===== src/verilog/hsf_pkg.sv =====
// Constants, types and register map of the hot-swap fault sequencer.
`default_nettype none
package hsf_pkg;
  // Timebase and documented times.
  localparam int CLK_NS    = 100;
  localparam int OFF_MS    = 10;
  localparam int START_MS  = 150;
  localparam int FAULT_NS  = 4000;
  // Least times round up, the longest time rounds down.
  localparam int OFF_CYC   = (OFF_MS * 1000000 + CLK_NS - 1) / CLK_NS;
  localparam int START_CYC = (START_MS * 1000000 + CLK_NS - 1) / CLK_NS;
  localparam int FAULT_CYC = FAULT_NS / CLK_NS;
  localparam int CNT_W     = 21;
  // Register byte addresses.
  localparam logic [7:0] ADDR_STATUS = 8'h00;
  localparam logic [7:0] ADDR_IRQ_ST = 8'h04;
  localparam logic [7:0] ADDR_IRQ_MK = 8'h08;
  localparam logic [7:0] ADDR_CTRL   = 8'h0C;
  // Event bit positions in the interrupt status and mask registers.
  localparam int EV_TRIP  = 0;
  localparam int EV_THERM = 1;
  localparam int EV_UV    = 2;
  localparam int EV_OFF   = 3;
  localparam int EV_SUPPLY_OK_OUTPUT = 4;
  localparam int EV_W     = 5;
  localparam logic [EV_W-1:0] MASK_RST = 5'h00;
  localparam logic            CTRL_RST = 1'b0;
  typedef enum logic [1:0] {
    ST_WAIT  = 2'b00,
    ST_RAMP  = 2'b01,
    ST_ON    = 2'b10,
    ST_LATCH = 2'b11
  } hsf_state_t;
  typedef enum logic [1:0] {
    TRIP_300MV = 2'b00,
    TRIP_400MV = 2'b01,
    TRIP_500MV = 2'b10,
    TRIP_NONE  = 2'b11
  } hsf_trip_t;
  typedef enum logic {
    FAULT_RETRY = 1'b0,
    FAULT_LATCH = 1'b1
  } hsf_fault_t;
  // Comparator indications from the analog front end.
  typedef struct packed {
    logic enable_low;
    logic low_supply_lockout;
    logic over_temp;
    logic below_restart;
    logic drop_over_trip;
    logic fully_enhanced;
  } hsf_sense_t;
endpackage : hsf_pkg
`default_nettype wire


===== src/verilog/hsf_sequencer.sv =====
// Hot-swap switch sequencing, fault handling and power-good logic with APB access.
//
// Local design decisions: the address map and the APB register port.
`timescale 1ns/10ps
`default_nettype none
module hsf_sequencer #(
  parameter hsf_pkg::hsf_trip_t  TRIP_SEL   = hsf_pkg::TRIP_400MV,
  parameter hsf_pkg::hsf_fault_t FAULT_MODE = hsf_pkg::FAULT_LATCH,
  parameter bit                  PG_ACT_LOW = 1'b1,
  parameter int                  START_CYC  = hsf_pkg::START_CYC,
  parameter int                  OFF_CYC    = hsf_pkg::OFF_CYC
) (
  // Clock and reset.
  input  wire logic               pclk,
  input  wire logic               presetn,
  // APB slave.
  input  wire logic               psel,
  input  wire logic               penable,
  input  wire logic               pwrite,
  input  wire logic [7:0]         paddr,
  input  wire logic [31:0]        pwdata,
  output logic [31:0]             prdata,
  output logic                    pready,
  output logic                    pslverr,
  // Comparator indications, asynchronous to pclk.
  input  wire hsf_pkg::hsf_sense_t sense_i,
  // Switch drive and comparator threshold select.
  output logic                    gate_on,
  output logic [1:0]              trip_threshold,
  // Open-drain power-good pin.
  output logic                    supply_ok_output_o,
  output logic                    supply_ok_output_oe,
  // Interrupt.
  output logic                    irq
);

  localparam int CW    = hsf_pkg::CNT_W;
  localparam int FRESP = hsf_pkg::FAULT_CYC;
  localparam logic [CW-1:0] START_LAST = CW'(START_CYC - 1);
  localparam logic [CW-1:0] OFF_FULL   = CW'(OFF_CYC);
  localparam bit   HAS_TRIP = (TRIP_SEL != hsf_pkg::TRIP_NONE);

  //////////////////////////////////////////////////////////////////////////////
  // Input synchroniser: a change counts once stages two and three agree.

  hsf_pkg::hsf_sense_t s1_r, s2_r, s3_r, sf_r;

  always_ff @(posedge pclk or negedge presetn) begin
    if (!presetn) begin
      s1_r <= '0;
      s2_r <= '0;
      s3_r <= '0;
      sf_r <= '0;
    end else begin
      s1_r <= sense_i;
      s2_r <= s1_r;
      s3_r <= s2_r;
      for (int i = 0; i < $bits(hsf_pkg::hsf_sense_t); i++) begin
        if (s2_r[i] == s3_r[i]) sf_r[i] <= s3_r[i];
      end
    end
  end

  //////////////////////////////////////////////////////////////////////////////
  // Thermal shutdown with hysteresis.

  logic therm_r;

  always_ff @(posedge pclk or negedge presetn) begin
    if (!presetn) begin
      therm_r <= 1'b0;
    end else if (sf_r.over_temp) begin
      therm_r <= 1'b1;
    end else if (sf_r.below_restart) begin
      therm_r <= 1'b0;
    end
  end

  //////////////////////////////////////////////////////////////////////////////
  // Turn-off filters for lockout and enable-low; both saturate at full count.

  logic [CW-1:0] uv_cnt_r, en_cnt_r;
  logic          uv_q, en_q;

  assign uv_q = (uv_cnt_r == OFF_FULL);
  assign en_q = (en_cnt_r == OFF_FULL);

  always_ff @(posedge pclk or negedge presetn) begin
    if (!presetn) begin
      uv_cnt_r <= '0;
    end else if (!sf_r.low_supply_lockout) begin
      uv_cnt_r <= '0;
    end else if (!uv_q) begin
      uv_cnt_r <= uv_cnt_r + 1'b1;
    end
  end

  always_ff @(posedge pclk or negedge presetn) begin
    if (!presetn) begin
      en_cnt_r <= '0;
    end else if (!sf_r.enable_low) begin
      en_cnt_r <= '0;
    end else if (!en_q) begin
      en_cnt_r <= en_cnt_r + 1'b1;
    end
  end

  //////////////////////////////////////////////////////////////////////////////
  // Sequencer.

  hsf_pkg::hsf_state_t state_r, state_nxt;
  logic [CW-1:0]       start_cnt_r;
  logic                ctrl_off_r;
  logic                start_ok, soft_off, trip, pg_nxt, pg_r, gate_r;

  // Software off stops and blocks the switch like a held enable low, without the filter; it does not release the latch.
  assign start_ok = !sf_r.low_supply_lockout && !sf_r.enable_low
                    && !therm_r && !ctrl_off_r;
  assign soft_off = uv_q || en_q || ctrl_off_r;
  // The drop is only looked at once the switch is fully enhanced.
  assign trip = HAS_TRIP && (state_r == hsf_pkg::ST_ON)
                && sf_r.fully_enhanced && sf_r.drop_over_trip;

  always_ff @(posedge pclk or negedge presetn) begin
    if (!presetn) begin
      start_cnt_r <= '0;
    end else if (state_r != hsf_pkg::ST_WAIT || !start_ok) begin
      start_cnt_r <= '0;
    end else if (start_cnt_r != START_LAST) begin
      start_cnt_r <= start_cnt_r + 1'b1;
    end
  end

  always_comb begin
    state_nxt = state_r;
    case (state_r)
      hsf_pkg::ST_WAIT: begin
        if (start_ok && start_cnt_r == START_LAST) state_nxt = hsf_pkg::ST_RAMP;
      end
      hsf_pkg::ST_RAMP: begin
        if (therm_r || soft_off) state_nxt = hsf_pkg::ST_WAIT;
        else if (sf_r.fully_enhanced) state_nxt = hsf_pkg::ST_ON;
      end
      hsf_pkg::ST_ON: begin
        if (therm_r) begin
          state_nxt = hsf_pkg::ST_WAIT;
        end else if (trip) begin
          state_nxt = (FAULT_MODE == hsf_pkg::FAULT_LATCH)
                      ? hsf_pkg::ST_LATCH : hsf_pkg::ST_WAIT;
        end else if (soft_off) begin
          state_nxt = hsf_pkg::ST_WAIT;
        end
      end
      hsf_pkg::ST_LATCH: begin
        if (en_q) state_nxt = hsf_pkg::ST_WAIT;
      end
      default: state_nxt = hsf_pkg::ST_WAIT;
    endcase
  end

  // Power-good follows the next state, so it falls in the same edge as the gate.
  assign pg_nxt = (state_nxt == hsf_pkg::ST_ON) && sf_r.fully_enhanced
                  && (!HAS_TRIP || !sf_r.drop_over_trip);

  always_ff @(posedge pclk or negedge presetn) begin
    if (!presetn) begin
      state_r <= hsf_pkg::ST_WAIT;
      gate_r  <= 1'b0;
      pg_r    <= 1'b0;
    end else begin
      state_r <= state_nxt;
      gate_r  <= (state_nxt == hsf_pkg::ST_RAMP) || (state_nxt == hsf_pkg::ST_ON);
      pg_r    <= pg_nxt;
    end
  end

  //////////////////////////////////////////////////////////////////////////////
  // Pins. The pull-down is on when the pin must read low.

  logic pg_oe_r;

  always_ff @(posedge pclk or negedge presetn) begin
    if (!presetn) begin
      // Reads as not good while in reset, whichever polarity the build uses.
      pg_oe_r <= !PG_ACT_LOW;
    end else begin
      pg_oe_r <= PG_ACT_LOW ? pg_nxt : !pg_nxt;
    end
  end

  assign gate_on             = gate_r;
  assign trip_threshold      = TRIP_SEL;
  assign supply_ok_output_o  = 1'b0;
  assign supply_ok_output_oe = pg_oe_r;

  //////////////////////////////////////////////////////////////////////////////
  // Events and interrupt.

  logic [hsf_pkg::EV_W-1:0] ev, ist_r, imask_r, w1c;
  logic                     uv_q_d, en_q_d, therm_d;
  logic                     wr_en;

  assign wr_en = psel && penable && pwrite;
  assign w1c   = (wr_en && paddr == hsf_pkg::ADDR_IRQ_ST) ? pwdata[hsf_pkg::EV_W-1:0] : '0;

  always_comb begin
    ev                    = '0;
    ev[hsf_pkg::EV_TRIP]  = trip && state_nxt != hsf_pkg::ST_ON;
    ev[hsf_pkg::EV_THERM] = therm_r && !therm_d;
    ev[hsf_pkg::EV_UV]    = uv_q && !uv_q_d;
    ev[hsf_pkg::EV_OFF]   = en_q && !en_q_d;
    ev[hsf_pkg::EV_SUPPLY_OK_OUTPUT] = pg_nxt && !pg_r;
  end

  always_ff @(posedge pclk or negedge presetn) begin
    if (!presetn) begin
      uv_q_d  <= 1'b0;
      en_q_d  <= 1'b0;
      therm_d <= 1'b0;
      ist_r   <= '0;
    end else begin
      uv_q_d  <= uv_q;
      en_q_d  <= en_q;
      therm_d <= therm_r;
      // A new event wins over a clear in the same cycle.
      ist_r   <= (ist_r & ~w1c) | ev;
    end
  end

  always_ff @(posedge pclk or negedge presetn) begin
    if (!presetn) begin
      irq <= 1'b0;
    end else begin
      irq <= |(((ist_r & ~w1c) | ev) & imask_r);
    end
  end

  //////////////////////////////////////////////////////////////////////////////
  // APB registers; zero wait states, unmapped addresses answer with an error.

  logic mapped;

  always_comb begin
    mapped = 1'b1;
    prdata = '0;
    if (paddr == hsf_pkg::ADDR_STATUS) begin
      prdata[1:0] = state_r;
      prdata[2]   = gate_r;
      prdata[3]   = pg_r;
      prdata[4]   = therm_r;
      prdata[5]   = uv_q;
      prdata[6]   = en_q;
      prdata[13:8] = sf_r;
    end else if (paddr == hsf_pkg::ADDR_IRQ_ST) begin
      prdata[hsf_pkg::EV_W-1:0] = ist_r;
    end else if (paddr == hsf_pkg::ADDR_IRQ_MK) begin
      prdata[hsf_pkg::EV_W-1:0] = imask_r;
    end else if (paddr == hsf_pkg::ADDR_CTRL) begin
      prdata[0] = ctrl_off_r;
    end else begin
      mapped = 1'b0;
    end
  end

  assign pready  = 1'b1;
  assign pslverr = psel && penable && !mapped;

  always_ff @(posedge pclk or negedge presetn) begin
    if (!presetn) begin
      imask_r    <= hsf_pkg::MASK_RST;
      ctrl_off_r <= hsf_pkg::CTRL_RST;
    end else if (wr_en) begin
      if (paddr == hsf_pkg::ADDR_IRQ_MK) imask_r <= pwdata[hsf_pkg::EV_W-1:0];
      if (paddr == hsf_pkg::ADDR_CTRL) ctrl_off_r <= pwdata[0];
    end
  end

  //////////////////////////////////////////////////////////////////////////////
  // Assertions.

  a_therm_gate_off: assert property (@(posedge pclk) disable iff (!presetn)
    therm_r |=> !gate_r)
    else $error("gate on during thermal shutdown");

  a_trip_gate_off: assert property (@(posedge pclk) disable iff (!presetn)
    trip |=> !gate_r && !pg_r)
    else $error("gate or power-good stays on after trip");

  a_trip_enhanced: assert property (@(posedge pclk) disable iff (!presetn)
    trip |-> HAS_TRIP && sf_r.fully_enhanced)
    else $error("trip evaluated while not enhanced or disabled");

  a_latch_holds: assert property (@(posedge pclk) disable iff (!presetn)
    state_r == hsf_pkg::ST_LATCH && !en_q |=> state_r == hsf_pkg::ST_LATCH && !gate_r)
    else $error("latched off state left without enable reset");

  a_start_wait: assert property (@(posedge pclk) disable iff (!presetn)
    $rose(gate_r) |-> $past(start_cnt_r) == START_LAST && $past(start_ok))
    else $error("gate ramp began before the start wait");

  a_fault_resp: assert property (@(posedge pclk) disable iff (!presetn)
    sense_i.over_temp [*4] |-> ##[0:FRESP] !gate_r)
    else $error("over-temperature not answered in time");

  a_uv_filter: assert property (@(posedge pclk) disable iff (!presetn)
    $fell(gate_r) && !$past(therm_r) && !$past(trip) && !$past(ctrl_off_r)
      |-> $past(uv_q) || $past(en_q))
    else $error("switch turned off without a qualified cause");

  a_pg_cause: assert property (@(posedge pclk) disable iff (!presetn)
    pg_r |-> gate_r && $past(sf_r.fully_enhanced))
    else $error("power-good without an enhanced switch");

  a_pg_polarity: assert property (@(posedge pclk) disable iff (!presetn)
    ##1 supply_ok_output_oe == (PG_ACT_LOW ? pg_r : !pg_r))
    else $error("power-good pin polarity wrong");

  a_latch_entry: assert property (@(posedge pclk) disable iff (!presetn)
    FAULT_MODE == hsf_pkg::FAULT_LATCH && trip && !therm_r
      |=> state_r == hsf_pkg::ST_LATCH && !pg_r)
    else $error("latched build did not latch off after a trip");

  a_retry_rewait: assert property (@(posedge pclk) disable iff (!presetn)
    FAULT_MODE == hsf_pkg::FAULT_RETRY && trip
      |=> state_r == hsf_pkg::ST_WAIT && start_cnt_r == '0)
    else $error("retry build did not restart the start wait");

  a_start_block: assert property (@(posedge pclk) disable iff (!presetn)
    state_r == hsf_pkg::ST_WAIT && !start_ok |=> !gate_r && start_cnt_r == '0)
    else $error("start wait ran without the start conditions");

  a_notrip_on: assert property (@(posedge pclk) disable iff (!presetn)
    !HAS_TRIP && state_r == hsf_pkg::ST_ON && !therm_r && !soft_off
      |=> state_r == hsf_pkg::ST_ON)
    else $error("no-trip build left the on state without a stop cause");

  a_on_holds: assert property (@(posedge pclk) disable iff (!presetn)
    state_r == hsf_pkg::ST_ON && !therm_r && !trip && !soft_off |=> gate_r)
    else $error("switch turned off without a cause");

  a_filter_clear: assert property (@(posedge pclk) disable iff (!presetn)
    !sf_r.low_supply_lockout && !sf_r.enable_low |=> uv_cnt_r == '0 && en_cnt_r == '0)
    else $error("turn-off filter not cleared when its condition broke");

  a_therm_release: assert property (@(posedge pclk) disable iff (!presetn)
    therm_r && !sf_r.over_temp && sf_r.below_restart |=> !therm_r)
    else $error("thermal shutdown not left below the restart limit");

  a_therm_hold: assert property (@(posedge pclk) disable iff (!presetn)
    therm_r && !sf_r.below_restart |=> therm_r)
    else $error("thermal shutdown left above the restart limit");

  a_soft_off_pg: assert property (@(posedge pclk) disable iff (!presetn)
    soft_off |=> !gate_r && !pg_r)
    else $error("switch or power-good on with a qualified off cause");

  a_irq_level: assert property (@(posedge pclk) disable iff (!presetn)
    irq == |(ist_r & $past(imask_r)))
    else $error("interrupt level disagrees with masked status");

endmodule // hsf_sequencer
`default_nettype wire


===== config.mk =====
export PLATFORM = sky130hd
export DESIGN_NAME = hsf_sequencer
export DESIGN_NICKNAME = d
export VERILOG_FILES = /design/src/verilog/hsf_pkg.sv /design/src/verilog/hsf_sequencer.sv
export SDC_FILE = /design/constraint.sdc
export NUM_CORES = 1
export LEC_CHECK = 0
export BUFFER_PORTS_ARGS = -buffer_cell sky130_fd_sc_hd__buf_2
export CAP_MARGIN = 20
export CORE_ASPECT_RATIO = 0.6
export CORE_MARGIN = 2
export CORE_UTILIZATION = 55
export DETAILED_ROUTE_END_ITERATION = 8
export GPL_ROUTABILITY_DRIVEN = 0
export HOLD_SLACK_MARGIN = 0.1
export PLACE_DENSITY = 0.88
export SETUP_SLACK_MARGIN = 0.5
export SYNTH_ARGS = -nofsm -noshare
export SYNTH_HDL_FRONTEND = slang
export SYNTH_SLANG_ARGS = --single-unit

===== constraint.sdc =====
create_clock -name pclk -period 3.7 [get_ports pclk]
set_input_delay 0.74 -clock pclk [delete_from_list [all_inputs] [get_ports pclk]]
set_output_delay 0.74 -clock pclk [all_outputs]
set_load 0.05 [all_outputs]

==> qor.yml, run 1 <==
outcome: "finished clean"
grtUsageTotal_pct: 23.37
die_h_um: 79.86
ys_seq_area_share_pct: 50.76
ys_seq_elements: 107
crit_required_ns: 2.96
cts.sinks: 107
fmax_mhz: 317.8
post_drt_wl_per_cell_um: 16.48
whs_ns: 0.3522
grt_max_degree: 68
synth_top_family_by_area: "simple AND/OR/NAND/NOR gates"
yosysTopAreaCellShare_pct: 50.76
final_antenna_net_count: 0
antenna_cells: 0
grt_overflow: 0
wl_met3_um: 807
initial_core_util_pct: 56.99
synth_edf_count: 0
grt_first_pass_wirelength_um: 18540
synth_top_cells_by_area: "dfrtp_1 51%, xnor2_1 5.8%, and2_1 4.3%"
wl_met1_um: 5233
synth-adder-area-share_pct: 2.562
yosys_warnings: 0
highest_layer: "met4"
tns_ns: 0
avgViaCountPerCell: 5.645
ctsRootBufferMaster: "clkbuf_16"
synth-compound-area-share_pct: 5.266
layout.cells.most_common: "dfrtp_1"
cts.clk_slew.worst_paths_ns: 0.07
clk_path_buf_depth: 2
route.detailed.drc: 0
cts_made_buffers: 9
critical_path.cell_chain: "or4b_1 > or4_4 > or2_4 > nor2_4 > buf_6"
die-area_um2: 10420
port_buffers: 40
relSlewSlack_pct: 38.29
cpMaxStageDelayCell: "or4b_1"
wl_um: 11510
std_cell_rows: 27
arrival_ns: 2.41
drt_pass1_iterations: 5
power_per_cell_area_nw_per_um2: 396.6
synthArstFlopShare_pct: 100.0
layout_common_cells: "106 x dfrtp_1, 36 x nor2_1, 36 x and2_1"
synthDistinctLibCells: 49
min_path_type: "flip-flop to flip-flop"
max_cap_violations: 0
syn_inst: 515
finClkSkew_ns: 0.01135
period_minus_slack_ns: 3.147
setup_viol: 0
finalMaxSlewViolations: 0
cp_slowest_stage_delay_ns: 0.55
syn-cell-area_um2: 5275
vias: 3940
core-area_um2: 9256
syn_avg_cell_area_um2: 10.24
drt_iter0_drc: 388
place_hpwl_um: 8067
n_fill_cell: 717
drive_gt1_share_pct: 15.67
pin_count: 91
worstSetupStartpointType: "flip-flop"
peakVddDrop_v: 0.0002834
end_kind: "output port"
tightest_slew_ns: 0.9172
hold_buffers: 0
htreeDepth: 3
netlist.top_cell.by_area: "dfrtp_1"
grt_antenna_before_repair: 0
nets: 620
path_class: "flip-flop to output port"
grt_pass1_vias: 3834
clk-insertion-delay-late_ns: 0.36
cp_max_fo: 6
p_leak_nw: 2.662
synthToLayoutAreaGrowth_pct: 12.24
tritoncts: "yes"
synth-xor-area-share_pct: 8.302
yosys.area_share.simple_pct: 24.74
die_w_um: 130.4
rsz0062_at_grt: "no"
muxShareOfSynthArea_pct: 2.657
finalHoldViolCount: 0
wl_met2_um: 5270
finalCritPeriodShare_pct: 85.04
dominantRegCellSynth: "dfrtp_1"
total_power_w: 0.002348
==> cell type report <==
type	instances	area, um2	area share (%)
Multi-Input combinational cell	376	2411	40.72
Tap cell	130	162.7	2.747
Sequential cell	107	2679	45.25
Clock inverter	7	62.56	1.057
Inverter	18	67.56	1.141
Timing Repair Buffer	51	312.8	5.283
Clock buffer	9	225.2	3.804
==> state kept, by name (all words and copies together) (netlist names) <==
| signal | flops |
|---|---|
| en_cnt_r | 21 |
| start_cnt_r | 21 |
| uv_cnt_r | 21 |
| s1_r | 6 |
| s2_r | 6 |
| s3_r | 6 |
| sf_r | 6 |
| imask_r | 5 |
| ist_r | 5 |
| state_r | 2 |
| ctrl_off_r | 1 |
| en_q_d | 1 |
| gate_on | 1 |
| irq | 1 |
| supply_ok_output_oe | 1 |
| therm_d | 1 |
| therm_r | 1 |
| uv_q_d | 1 |
==> layer usage <==
| metal | GRT usage [%] | vias up |
|---|---|---|
| met5 | 0 | - |
| met4 | 8.085 | 0 |
| met3 | 6.099 | 17 |
| met2 | 36.02 | 163 |
| met1 | 32.39 | 1941 |
| li1 | - | 1819 |
==> Yosys cell counts, types with 8 or more instances <==
library cell,instances
o21ai_0,11
xor2_1,15
nand4_1,16
buf_4,23
and3_1,17
clkbuf_1,10
nor2b_1,8
a21boi_0,10
nor4_1,12
a21oi_1,14
or3_1,10
nand2_1,31
xnor2_1,35
and2_1,36
nor3_1,15
dfrtp_1,107
inv_1,18
nand3_1,24
nor2_1,39
==> power by group <==
group          switching, W  leakage, nW  total, W  internal, W
clock network      0.000458        0.132  0.000927     0.000468
logic              0.000129         1.12  0.000180    0.0000507
registers         0.0000413         1.41   0.00124      0.00120
==> critical path, delay by kind of cell (launching register included) <==
kind	cells	cell delay, ns
flops	1	0.43
simple gates	4	1.47
buf+inv	1	0.16
==> what timing repair did <==
| action | 4_1_cts | 5_1_grt |
|---|---|---|
| gates cloned | 0 | 0 |
| pin swaps | 0 | 1 |
| resized for setup | 10 | 6 |
| endpoints found under the setup margin | 8 | 9 |
| endpoints found under the hold margin | 0 | 0 |
| buffers inserted | 0 | 4 |
==> per-stage QoR <==
stage	cell area, um2	worst slack (ns)	utilization (%)	cells
finish	5921	0.5534	63.96	698
global route	5921	0.5022	63.96	698
CTS	5868	0.4764	63.40	694
detailed placement	5553	0.3986	59.99	678
global placement	5553	0.4150	59.99	678
floorplan	5361	0.3912	-	536
==> cells by family after synthesis <==
kind of cell             count (synthesis)
AND/OR/NAND/NOR                        234
buffers and inverters                   53
AO/OA/AOI/OAI                           45
flip-flops                             107
other                                    2
XOR/XNOR                                50
multiplexers                            12
adder cells (fa/ha/maj)                 12
==> worst paths after layout <==
path / startpoint / end / slack (ns) / depth (start not counted)
min in group asynchronous: presetn / en_cnt_r[8] / 0.48 / 1
setup reg to reg: uv_cnt_r[3] / irq / 0.65 / 11
hold reg to reg: s1_r[4] / s2_r[4] / 0.35 / 0
setup / recovery: uv_cnt_r[3] / prdata[5] / 0.55 / 5
max in group asynchronous: presetn / en_cnt_r[17] / 2.36 / 2
hold / removal: s1_r[4] / s2_r[4] / 0.35 / 0
(Power assumes the default switching activity.)
==> run 2: changes to the inputs <==
--- a/config.mk
+++ b/config.mk
@@ -8,7 +8,6 @@
 export BUFFER_PORTS_ARGS = -buffer_cell sky130_fd_sc_hd__buf_2
 export CAP_MARGIN = 20
 export CORE_ASPECT_RATIO = 0.6
-export CORE_MARGIN = 2
 export CORE_UTILIZATION = 55
 export DETAILED_ROUTE_END_ITERATION = 8
 export GPL_ROUTABILITY_DRIVEN = 0
==> constraint.sdc (replaced) <==
create_clock -name pclk -period 3.35 [get_ports pclk]
set_input_delay 0.67 -clock pclk [delete_from_list [all_inputs] [get_ports pclk]]
set_output_delay 0.67 -clock pclk [all_outputs]
set_load 0.05 [all_outputs]
==> run 2 against run 1 <==
Cell area is 3.2% higher. Total power is 13% higher. Worst setup slack lost 0.16 ns. Register-to-register slack worse by 0.18 ns. First-iteration DRC count rose by 10%. Wire length up 2.1%. Sequential share of layout area is 1.4 points lower. Clock-buffer cell count up 2. Clock power rose by 14%. Hold slack got worse by 0.0040 ns.
==> qor.yml, run 2 (synthesis gave the netlist of run 1 again) <==
outcome: "finished clean"  # unchanged
rsz0062_at_grt: "yes"  # was no
r2r_slack_ns: 0.47  # was 0.65 ns
path_class: "input pin to output port"  # was flip-flop to output port
layout.cells.most_common: "dfrtp_1"  # unchanged
dp_cells: 680  # was 678
period_minus_slack_ns: 2.954
intPower_w: 0.001989  # was 0.001719 W
tns_ns: 0  # unchanged
clk-insertion-delay-late_ns: 0.35  # was 0.36 ns
final_antenna_net_count: 0  # unchanged
min_path_type: "flip-flop to flip-flop"  # unchanged
wl_um: 11750  # was 11510 um
grt_overflow: 0  # unchanged
p_leak_nw: 2.743  # was 2.662 nW
place_ws_ns: 0.2932  # was 0.3986 ns
post_drt_wl_per_cell_um: 16.64  # was 16.48 um
tightest_slew_ns: 0.9864  # was 0.9172 ns
grt_antenna_before_repair: 0  # unchanged
tritoncts: "yes"  # unchanged
die_w_um: 128.4  # was 130.4 um
pin_count: 91  # unchanged
finalHoldViolCount: 0  # unchanged
port_buffers: 40  # unchanged
grt_max_degree: 57  # was 68
place_hpwl_um: 7907  # was 8067 um
end_kind: "output port"  # unchanged
drt_iter0_drc: 427  # was 388
setup_viol: 0  # unchanged
die-area_um2: 10000  # was 10420 um2
power.switching_w: 0.0006586  # was 0.0006289 W
p_seq_share_pct: 51.7  # was 52.9%
vias: 4102  # was 3940
swShare_pct: 24.87  # was 26.79%
clkPwrFrac_pct: 40.2  # was 39.5%
finalMaxSlewViolations: 0  # unchanged
peakVddDrop_v: 0.0002672  # was 0.0002834 V
core-area_um2: 9256  # unchanged
cp_max_fo: 5  # was 6
combPwrFrac_pct: 8.1  # was 7.7%
finClkSkew_ns: 0.01149  # was 0.01135 ns
ctsRootBufferMaster: "clkbuf_16"  # unchanged
htreeDepth: 3  # unchanged
layout_common_cells: "107 x dfrtp_1, 36 x nor2_1, 35 x xnor2_1"  # was 106 x dfrtp_1, 36 x nor2_1, 36 x and2_1
cts.clk_slew.worst_paths_ns: 0.06  # was 0.07 ns
crit_required_ns: 2.68  # was 2.96 ns
synthToLayoutAreaGrowth_pct: 15.80  # was 12.24%
top_regs: "en_cnt_r (21), start_cnt_r (21), uv_cnt_r (21)"  # unchanged
route.detailed.drc: 0  # unchanged
clk_path_buf_depth: 2  # unchanged
avgViaCountPerCell: 5.810  # was 5.645
nets: 628  # was 620
relSlewSlack_pct: 33.63  # was 38.29%
finalCritPeriodShare_pct: 88.18
cts.sinks: 107  # unchanged
hold_buffers: 0  # unchanged
worstSetupStartpointType: "input pin"  # was flip-flop
std_cell_rows: 27  # unchanged
cts_made_buffers: 9  # unchanged
antenna_cells: 0  # unchanged
initial_core_util_pct: 56.99  # unchanged
die_h_um: 77.86  # was 79.86 um
drt_pass1_iterations: 5  # unchanged
arrival_ns: 2.28  # was 2.41 ns
drive_gt1_share_pct: 18.58  # was 15.67%
instances_no_fill: 706  # was 698
power_per_cell_area_nw_per_um2: 433.5  # was 396.6 nW/um2
max_cap_violations: 0  # unchanged
fin_ws_ns: 0.3961  # was 0.5534 ns
grt_pass1_vias: 3794  # was 3834
grt_first_pass_wirelength_um: 18650  # was 18540 um
grtUsageTotal_pct: 24.35  # was 23.37%
fmax_mhz: 338.5
==> run 2: area by class of cell <==
cell class / instances / area, um2
timing repair buffer: 59 / 419.2
clock buffer: 11 / 242.7
inverter: 18 / 67.56
sequential: 107 / 2678
tap: 130 / 162.7
multi-input combinational: 376 / 2479
fill: 684 / 3148
clock inverter: 5 / 60.06
==> run 2: through the flow <==
| step | util, % | area (um2) | hold slack (ns) | power, W |
|---|---|---|---|---|
| floorplan | - | 5400 | 0.3312 | 0.001539 |
| global placement | 60.50 | 5600 | 0.3343 | 0.001586 |
| detailed placement | 60.50 | 5600 | 0.3347 | 0.001600 |
| CTS | 65.38 | 6052 | 0.3503 | 0.002664 |
| global route | 65.99 | 6108 | 0.3522 | 0.002740 |
| finish | 65.99 | 6108 | 0.3482 | 0.002648 |
==> run 2: path summary, 6_finish.rpt <==
check,start,to,depth (start not counted)
worst max-delay path,paddr[0],prdata[13],7
worst min-delay path,s1_r[1],s2_r[1],0
worst max register to register,uv_cnt_r[6],irq,12
worst min register to register,s1_r[1],s2_r[1],0
max in group asynchronous,presetn,s1_r[4],2
min in group asynchronous,presetn,start_cnt_r[0],1
==> run 2: critical path, stage by stage <==
cell,delay [ns]
buf_6,0.09
or4_4,0.53
or2_4,0.29
nor3_1,0.19
buf_4,0.19
and2_2,0.17
buf_6,0.16
==> run 2: what timing repair did <==
item | CTS | global route
setup buffers | 8 | 2
setup endpoints to repair | 11 | 10
pin swaps | 10 | 3
resized for setup | 25 | 8
==> run 2: per-layer routing <==
layer  track usage, %  share of wire (%)
met4            5.059                1.1
met3            6.966                8.1
met5                0                  0
met1            34.25                 44
met2            37.62                 47
==> run 2: power groups by stage <==
stage | logic (W) | registers [W] | clock network (W)
2_1_floorplan | 0.000162 | 0.00138 | 0
3_3_place_gp | 0.000199 | 0.00139 | 0
3_5_place_dp | 0.000209 | 0.00139 | 0
4_1_cts | 0.000212 | 0.00137 | 0.00108
5_1_grt | 0.000234 | 0.00137 | 0.00113
6_report | 0.000213 | 0.00137 | 0.00106
